### src/pump_pkg.sv
package pump_pkg;
  // timing base: one millisecond enable drives every slow rate
  localparam int CLK_HZ = 250_000_000;
  localparam int TICK_TIME_MS = 1;
  localparam int TICK_CYCLES = CLK_HZ / 1000 * TICK_TIME_MS;
  localparam int BLINK_TIME_MS = 100;
  localparam int BLINK_TICKS = BLINK_TIME_MS / TICK_TIME_MS;
  localparam int PACE_TIME_MS = 100;
  localparam int PACE_TICKS = PACE_TIME_MS / TICK_TIME_MS;
  localparam int FLASH_TIME_MS = 500;
  localparam int FLASH_TICKS = FLASH_TIME_MS / TICK_TIME_MS;
  localparam logic [7:0] MAX_SPM = 8'hB4;
  localparam logic [16:0] MS_PER_MIN = 17'hEA60;
  localparam logic [6:0] FULL_PCT = 7'h64;
  localparam logic [11:0] ANA_LIVE_ZERO = 12'h333;
  localparam logic [7:0] ANA_SPAN_MUL = 8'hE1;
  localparam logic [19:0] CREDIT_PER_STROKE = 20'h00064;
  localparam int ANA_SHIFT = 12;

  typedef enum logic [4:0] {
    MODE_MANUAL = 5'h01,
    MODE_ANALOG = 5'h02,
    MODE_CONTACT = 5'h04,
    MODE_BATCH = 5'h08,
    MODE_BUS = 5'h10
  } mode_type;

  typedef enum logic [1:0] {
    ST_STOPPED = 2'h1,
    ST_RUNNING = 2'h2
  } run_type;

  typedef enum logic [1:0] {
    ERR_NONE = 2'h0,
    ERR_LEVEL = 2'h1,
    ERR_FLOW = 2'h2,
    ERR_RUPTURE = 2'h3
  } err_type;

  typedef struct packed {
    mode_type mode;
    logic [6:0] manual_pct;
    logic ana_live_zero;
    logic [13:0] contact_factor;
    logic [15:0] batch_preset;
    logic [7:0] bus_rate;
    logic aux_enable;
    logic [7:0] aux_rate;
    logic flow_enable;
    logic [7:0] flow_limit;
    logic rupture_stops;
    logic calibrated;
    logic [15:0] cal_per_stroke;
  } cfg_type;

  typedef struct packed {
    logic pulse;
    logic aux_sel;
    logic pause;
    logic level_warn;
    logic level_fault;
    logic flow_ok;
    logic rupture;
    logic key_stop;
    logic key_up;
    logic key_down;
    logic key_batch;
  } pins_type;

  typedef struct packed {
    logic green;
    logic yellow;
    logic red;
  } lamp_type;

  typedef struct packed {
    logic error_ident;
    logic error_flash;
    logic rupture_display_code;
    err_type code;
  } disp_type;
endpackage

### src/metering_pump_stroke_control.sv
module metering_pump_stroke_control #(
  parameter int TICK_CYCLES = pump_pkg::TICK_CYCLES
) (
  // clock and reset
  input wire logic clock_in,
  input wire logic rstn_in,
  // keypad settings and field pins
  input wire pump_pkg::cfg_type cfg_in,
  input wire pump_pkg::pins_type pins_in,
  input wire logic [11:0] analog_code_in,
  input wire logic rate_display_in,
  // indicators and relays
  output pump_pkg::lamp_type lamps_out,
  output pump_pkg::disp_type display_out,
  output logic fault_relay_out,
  output logic pacing_relay_out,
  // stroke drive and readout
  output logic stroke_out,
  output logic [7:0] rate_out,
  output logic [31:0] volume_out,
  output logic [31:0] capacity_out
);
  localparam int NPIN = $bits(pump_pkg::pins_type);
  localparam int TW = $clog2(TICK_CYCLES);

  logic [NPIN-1:0] meta_ff, sync_ff, prev_ff;
  pump_pkg::pins_type pin, rise;
  genvar gi;
  generate
    for (gi = 0; gi < NPIN; gi++) begin : g_sync
      always_ff @(posedge clock_in) begin
        if (!rstn_in) begin
          meta_ff[gi] <= 1'b0;
          sync_ff[gi] <= 1'b0;
          prev_ff[gi] <= 1'b0;
        end else begin
          meta_ff[gi] <= pins_in[gi];
          sync_ff[gi] <= meta_ff[gi];
          prev_ff[gi] <= sync_ff[gi];
        end
      end
    end
  endgenerate
  assign pin = pump_pkg::pins_type'(sync_ff);
  assign rise = pump_pkg::pins_type'(sync_ff & ~prev_ff);

  // state registers
  logic [TW-1:0] tick_cnt_ff, nxt_tick_cnt;
  logic [16:0] acc_ff, nxt_acc;
  logic [19:0] credit_ff, nxt_credit;
  logic [15:0] remain_ff, nxt_remain;
  logic [7:0] defect_ff, nxt_defect;
  logic flow_seen_ff, nxt_flow_seen, flow_fault_ff, nxt_flow_fault;
  pump_pkg::run_type run_ff, nxt_run;
  logic [7:0] blink_ff, nxt_blink, pace_ff, nxt_pace;
  logic [9:0] flash_cnt_ff, nxt_flash_cnt;
  logic flash_ff, nxt_flash, stroke_ff;
  logic [31:0] total_ff, nxt_total;
  // combinational terms
  logic tick, stroke, fault_halt, fault_any, halted, prime_req, aux_on, flow_trip;
  logic [7:0] mode_rate, eff_rate;
  logic [19:0] ana_raw;
  logic [17:0] sum;
  logic [8:0] defect_inc;
  logic [14:0] pct_prod;

  always_comb begin
    tick = (tick_cnt_ff == TW'(TICK_CYCLES - 1));
    fault_halt = pin.level_fault | flow_fault_ff | (pin.rupture & cfg_in.rupture_stops);
    fault_any = pin.level_fault | flow_fault_ff | pin.rupture;
    prime_req = pin.key_up & pin.key_down & rate_display_in & ~fault_halt;
    halted = fault_halt | (run_ff == pump_pkg::ST_STOPPED) | pin.pause;
    aux_on = cfg_in.aux_enable & pin.aux_sel;
    pct_prod = 15'(cfg_in.manual_pct) * 15'(pump_pkg::MAX_SPM);
    if (cfg_in.ana_live_zero) begin
      if (analog_code_in < pump_pkg::ANA_LIVE_ZERO) begin
        ana_raw = 20'h00000;
      end else begin
        ana_raw = 20'(analog_code_in - pump_pkg::ANA_LIVE_ZERO) * 20'(pump_pkg::ANA_SPAN_MUL);
      end
    end else begin
      ana_raw = 20'(analog_code_in) * 20'(pump_pkg::MAX_SPM);
    end
    case (cfg_in.mode)
      pump_pkg::MODE_MANUAL: mode_rate = 8'(pct_prod / 15'(pump_pkg::FULL_PCT));
      pump_pkg::MODE_ANALOG: mode_rate = 8'(ana_raw >> pump_pkg::ANA_SHIFT);
      pump_pkg::MODE_CONTACT: begin
        mode_rate = (credit_ff >= pump_pkg::CREDIT_PER_STROKE) ? pump_pkg::MAX_SPM : 8'h00;
      end
      pump_pkg::MODE_BATCH: mode_rate = (remain_ff != 16'h0000) ? pump_pkg::MAX_SPM : 8'h00;
      pump_pkg::MODE_BUS: mode_rate = cfg_in.bus_rate;
      default: mode_rate = 8'h00;
    endcase
    // priority: prime, then halt, then auxiliary, then mode
    if (prime_req) begin
      eff_rate = pump_pkg::MAX_SPM;
    end else if (halted) begin
      eff_rate = 8'h00;
    end else if (aux_on) begin
      eff_rate = cfg_in.aux_rate;
    end else begin
      eff_rate = mode_rate;
    end
    // stroke phase accumulator, one step per millisecond
    sum = 18'(acc_ff) + 18'(eff_rate);
    stroke = tick && (sum >= 18'(pump_pkg::MS_PER_MIN));
    nxt_tick_cnt = tick ? '0 : tick_cnt_ff + 1'b1;
    if (!tick) begin
      nxt_acc = acc_ff;
    end else if (stroke) begin
      nxt_acc = 17'(sum - 18'(pump_pkg::MS_PER_MIN));
    end else begin
      nxt_acc = 17'(sum);
    end
    // contact credit in hundredths of a stroke
    nxt_credit = credit_ff;
    if (cfg_in.mode != pump_pkg::MODE_CONTACT) begin
      nxt_credit = 20'h00000;
    end else begin
      if (rise.pulse) begin
        nxt_credit = credit_ff + 20'(cfg_in.contact_factor);
      end
      if (stroke && credit_ff >= pump_pkg::CREDIT_PER_STROKE) begin
        nxt_credit = nxt_credit - pump_pkg::CREDIT_PER_STROKE;
      end
    end
    // batch: a trigger during a running batch is ignored
    nxt_remain = remain_ff;
    if (cfg_in.mode != pump_pkg::MODE_BATCH) begin
      nxt_remain = 16'h0000;
    end else if (remain_ff == 16'h0000) begin
      if (rise.key_batch | rise.pulse) begin
        nxt_remain = cfg_in.batch_preset;
      end
    end else if (stroke) begin
      nxt_remain = remain_ff - 16'h0001;
    end
    // flow check: with flow_enable set, flow_limit strokes in a row without a monitor pulse trip the flow fault
    nxt_flow_seen = stroke ? 1'b0 : (flow_seen_ff | rise.flow_ok);
    nxt_defect = defect_ff;
    nxt_flow_fault = flow_fault_ff;
    flow_trip = 1'b0;
    defect_inc = 9'(defect_ff) + 9'h001;
    if (stroke && cfg_in.flow_enable) begin
      if (flow_seen_ff | rise.flow_ok) begin
        nxt_defect = 8'h00;
      end else begin
        nxt_defect = (defect_inc > 9'h0FF) ? 8'hFF : defect_inc[7:0];
        if (defect_inc >= 9'(cfg_in.flow_limit)) begin
          flow_trip = 1'b1;
          nxt_flow_fault = 1'b1;
        end
      end
    end
    // stop key toggles; a restart also acknowledges the flow fault
    nxt_run = run_ff;
    if (rise.key_stop) begin
      case (run_ff)
        pump_pkg::ST_RUNNING: nxt_run = pump_pkg::ST_STOPPED;
        pump_pkg::ST_STOPPED: nxt_run = pump_pkg::ST_RUNNING;
        default: nxt_run = pump_pkg::ST_STOPPED;
      endcase
      // a trip in the same cycle beats the restart acknowledge
      if (run_ff == pump_pkg::ST_STOPPED && !flow_trip) begin
        nxt_defect = 8'h00;
        nxt_flow_fault = 1'b0;
      end
    end
    if (stroke) begin
      nxt_blink = 8'(pump_pkg::BLINK_TICKS);
      nxt_pace = 8'(pump_pkg::PACE_TICKS);
    end else begin
      nxt_blink = (tick && blink_ff != 8'h00) ? blink_ff - 8'h01 : blink_ff;
      nxt_pace = (tick && pace_ff != 8'h00) ? pace_ff - 8'h01 : pace_ff;
    end
    nxt_flash = flash_ff;
    nxt_flash_cnt = flash_cnt_ff;
    if (tick) begin
      if (flash_cnt_ff == 10'(pump_pkg::FLASH_TICKS - 1)) begin
        nxt_flash_cnt = 10'h000;
        nxt_flash = ~flash_ff;
      end else begin
        nxt_flash_cnt = flash_cnt_ff + 10'h001;
      end
    end
    nxt_total = stroke ? total_ff + 32'h00000001 : total_ff;
  end

  always_ff @(posedge clock_in) begin
    if (!rstn_in) begin
      tick_cnt_ff <= '0;
      acc_ff <= 17'h00000;
      credit_ff <= 20'h00000;
      remain_ff <= 16'h0000;
      defect_ff <= 8'h00;
      flow_seen_ff <= 1'b0;
      flow_fault_ff <= 1'b0;
      run_ff <= pump_pkg::ST_RUNNING;
      blink_ff <= 8'h00;
      pace_ff <= 8'h00;
      flash_cnt_ff <= 10'h000;
      flash_ff <= 1'b0;
      total_ff <= 32'h00000000;
      stroke_ff <= 1'b0;
    end else begin
      tick_cnt_ff <= nxt_tick_cnt;
      acc_ff <= nxt_acc;
      credit_ff <= nxt_credit;
      remain_ff <= nxt_remain;
      defect_ff <= nxt_defect;
      flow_seen_ff <= nxt_flow_seen;
      flow_fault_ff <= nxt_flow_fault;
      run_ff <= nxt_run;
      blink_ff <= nxt_blink;
      pace_ff <= nxt_pace;
      flash_cnt_ff <= nxt_flash_cnt;
      flash_ff <= nxt_flash;
      total_ff <= nxt_total;
      stroke_ff <= stroke;
    end
  end

  // registered outputs
  pump_pkg::lamp_type nxt_lamps;
  pump_pkg::disp_type nxt_disp;
  always_comb begin
    nxt_lamps.yellow = pin.level_warn;
    nxt_lamps.red = fault_any;
    nxt_lamps.green = (run_ff == pump_pkg::ST_RUNNING) & ~halted & ~fault_any
                      & ~pin.level_warn & (blink_ff == 8'h00) & ~stroke;
    nxt_disp.error_ident = fault_any & (~pin.rupture | flash_ff);
    nxt_disp.error_flash = pin.rupture;
    nxt_disp.rupture_display_code = pin.rupture & flash_ff;
    if (pin.rupture) begin
      nxt_disp.code = pump_pkg::ERR_RUPTURE;
    end else if (flow_fault_ff) begin
      nxt_disp.code = pump_pkg::ERR_FLOW;
    end else if (pin.level_fault) begin
      nxt_disp.code = pump_pkg::ERR_LEVEL;
    end else begin
      nxt_disp.code = pump_pkg::ERR_NONE;
    end
  end

  always_ff @(posedge clock_in) begin
    if (!rstn_in) begin
      lamps_out <= '0;
      display_out <= '0;
      fault_relay_out <= 1'b0;
      pacing_relay_out <= 1'b0;
      rate_out <= 8'h00;
      volume_out <= 32'h00000000;
      capacity_out <= 32'h00000000;
    end else begin
      lamps_out <= nxt_lamps;
      display_out <= nxt_disp;
      fault_relay_out <= fault_any | pin.level_warn | pin.level_fault;
      pacing_relay_out <= stroke | (nxt_pace != 8'h00);
      rate_out <= eff_rate;
      volume_out <= cfg_in.calibrated ? 32'(total_ff * 32'(cfg_in.cal_per_stroke)) : 32'h0;
      capacity_out <= cfg_in.calibrated ? 32'(eff_rate) * 32'(cfg_in.cal_per_stroke) : 32'h0;
    end
  end
  assign stroke_out = stroke_ff;
endmodule

### config.mk
export PLATFORM = sky130hd
export DESIGN_NAME = metering_pump_stroke_control
export DESIGN_NICKNAME = d
export VERILOG_FILES = /design/src/pump_pkg.sv /design/src/metering_pump_stroke_control.sv
export SDC_FILE = /design/constraint.sdc
export NUM_CORES = 2
export LEC_CHECK = 0
export BUFFER_PORTS_ARGS = -buffer_cell sky130_fd_sc_hd__buf_2
export CORE_MARGIN = 3
export CORE_UTILIZATION = 55
export CTS_CLUSTER_DIAMETER = 50
export DETAILED_ROUTE_END_ITERATION = 8
export GPL_ROUTABILITY_DRIVEN = 0
export PLACE_DENSITY = 0.73
export SLEW_MARGIN = 20
export SYNTH_ARGS = -nofsm -noshare
export SYNTH_HDL_FRONTEND = slang
export SYNTH_SLANG_ARGS = --single-unit
### constraint.sdc
create_clock -name clock_in -period 17.85 [get_ports clock_in]
set_input_delay 0.8925 -clock clock_in [delete_from_list [all_inputs] [get_ports clock_in]]
set_output_delay 0.8925 -clock clock_in [all_outputs]
set_load 0.005 [all_outputs]
==> results.toml <==
[clock_network]
cts_buffer_depth = 3
clock_latency_ns = 0.59
path_clk_slew_ns = 0.06
cts_root_buf = "clkbuf_16"
cts_num_sinks = 243
holdBufCountCts = 0
cts_tree = "built"
postCtsResizedCells = 0
htree_levels = 2
cts_buffers = 40
cts_setup_buffers = 0

[cells_and_area]
drive_gt1_share_pct = 9.76
seq_area_um2 = 4860
n_fill_cell = 4909
multiInputGateArea_um2 = 23800
layout.nets = 4579
fin_cells = 4578
syn2layout_area_growth_pct = 9.11

[synthesis]
synth_top_area_share_pct = 27.6
synth_area_um2 = 31500
synthCells = 3693
ys_types = 106
yosysTopAreaCell = "fa_1"
ys_seq_elements = 243
dominantRegCellSynth = "dfxtp_1"
synth.most_common_cell = "inv_1"
yosysWarnings = 0
synth_commonest_cells = "inv_1, nand2_1, fa_1"
synthTopCellsByArea = "fa_1, dfxtp_1, ha_1"
yosysSeqAreaShare_pct = 15.5
async_flop_share_pct = 0
synth_edf_count = 0
avgSynthCellArea_um2 = 8.52

[critical_path]
critical_path_arrival_ns = 14.46
cp_max_fo = 15
critPathRequiredTime_ns = 18.30
cpMostUsedCell = "o21ai_0"
crit_type = "in -> reg"
reg2regPathDepth = 42
max_stage_delay_ns = 0.70
critPathLaunchType = "input pin"
critPathCaptureType = "flip-flop"
critPathSlowestCell = "o21ai_1"

[timing]
post-route-period-util_pct = 78.5
drv_slew = 0
grt_setup_unrepaired = "no"
relSlewSlack_pct = 32.5
fmax_mhz = 71.4
hold_violations = 0
fin_worst_skew_ns = 0.0420
worst_slew_pin_slew_ns = 1.01
finalSetupViolations = 0
fin_crit_ns = 14.01
setup_tns_ns = 0

[global_route]
grt_max_degree = 76
antenna_found_initial = 5
grt_pass1_wl_um = 127000
grt_pass1_vias = 25500
grt_overflow_total = 0
grt_use_total_pct = 25.9

[placed_design]
dp_hpwl_um = 57200
io_buffers = 187
placed_cells = 4502

[floorplanning]
initial_core_util_pct = 55.7
dieArea_um2 = 60100
die_w_um = 245
rows = 87
io_pins = 196
dieHeight_um = 245
coreArea_um2 = 56500

[power_and_ir_drop]
power.density_nw_per_um2 = 111
ir_drop_mv = 0.638
power.leakage_nw = 16.0

[drt]
ant_nets = 0
drc = 0
routed_via_density = 5.47
vias = 25000
drtPass1Iterations = 5
totalWireLength_um = 75600
drtIter0Drc = 1446
wl_per_cell_um = 16.5

[worst_hold_path]
holdCritPathClass = "reg -> reg"
hold_path_depth = 1

[status]
outcome = "complete, no violations"

[flow_run]
drv_cap = 0
[where the power goes]
| group | internal [mW] | leakage (nW) | switching [mW] |
|---|---|---|---|
| sequential | 0.551 | 1.96 | 0.00413 |
| combinational | 0.890 | 13.4 | 1.55 |
| clock | 0.484 | 0.675 | 0.315 |
| total | 1.92 | 16.0 | 1.87 |
[critical path: cells and delay by family]
family | cells | cell delay (ns)
simple gates | 9 | 2.11
buf+inv | 6 | 0.40
xor+xnor | 2 | 0.77
mux | 1 | 0.31
compound gates | 27 | 5.76
fa+ha+maj | 9 | 4.19
[cell families (layout without fill, tap and decap cells)]
logic type / after synthesis / in the layout / synth area share, %
AND/OR/NAND/NOR: 1275 / 1275 / 20.1
buffers and inverters: 744 / 864 / 9.12
adder cells (fa/ha/maj): 680 / 680 / 37.4
AO/OA/AOI/OAI: 511 / 511 / 11.1
flip-flops: 243 / 243 / 15.5
XOR/XNOR: 225 / 225 / 6.34
multiplexers: 14 / 14 / 0.465
other: 1 / 10 / 0.0119
[worst paths after layout]
path / endpoint / startpoint / slack (ns)
worst max-delay path: capacity_out[23]$_SDFF_PN0_ / cfg_in[75] / 3.84
worst min-delay path: pin[10]$_SDFF_PN0_ / meta_ff[10]$_SDFF_PN0_ / 0.43
worst max register to register: capacity_out[23]$_SDFF_PN0_ / remain_ff[0]$_SDFFE_PP0P_ / 7.69
worst min register to register: pin[10]$_SDFF_PN0_ / meta_ff[10]$_SDFF_PN0_ / 0.43
[stage by stage]
step	setup slack [ns]	util [%]	hold slack, ns	power, mW	area [um2]
global route	2.54	60.7	0.452	4.07	34300
global placement	3.87	58.3	0.415	2.91	32900
CTS	4.07	60.7	0.431	3.77	34300
floorplan	5.30	-	0.412	2.51	31500
finish	3.84	60.7	0.426	3.79	34300
detailed placement	3.55	58.3	0.418	2.94	32900
[final cells by class]
cell class,instances,share of cell area [%]
antenna,2,0.0146
clock buffer,47,3.08
clock inverter,27,0.977
inverter,565,6.18
multi-input combinational,2713,69.2
sequential,243,14.2
tap,756,2.76
timing repair buffer,225,3.57
[per-layer routing]
| metal | vias up | GRT usage, % | part of all wire [%] |
|---|---|---|---|
| li1 | 12000 | - | - |
| met1 | 12200 | 33.0 | 42 |
| met2 | 690 | 44.4 | 48 |
| met3 | 165 | 4.47 | 6.3 |
| met4 | 6 | 9.00 | 3.4 |
| met5 | - | 0 | 0.050 |
[flip-flops by register name, indices dropped and copies added, names as in the netlist, 9 cells and up]
name	cells
pin	9
total_ff	32
remain_ff	16
meta_ff	11
flash_cnt_ff	10
tick_cnt_ff	18
capacity_out	24
credit_ff	20
volume_out	32
acc_ff	17
[placed cells by master (no fill, tap or decap), drive strengths merged, types with 18 or more instances in the layout]
cell      n
buf     225
a21boi   30
nand2   474
o21ai   118
nand4    18
and3     42
a211oi   35
nor2    217
nand3    54
o21bai   20
nor2b    24
ha      244
dfxtp   243
nor3     63
fa      434
xor2     60
xnor2   165
clkbuf   47
inv     578
or3      31
nor3b    22
a21oi   130
nand2b   19
a21o     25
and2    245
Note: power is estimated with default switching activity, not from simulation.
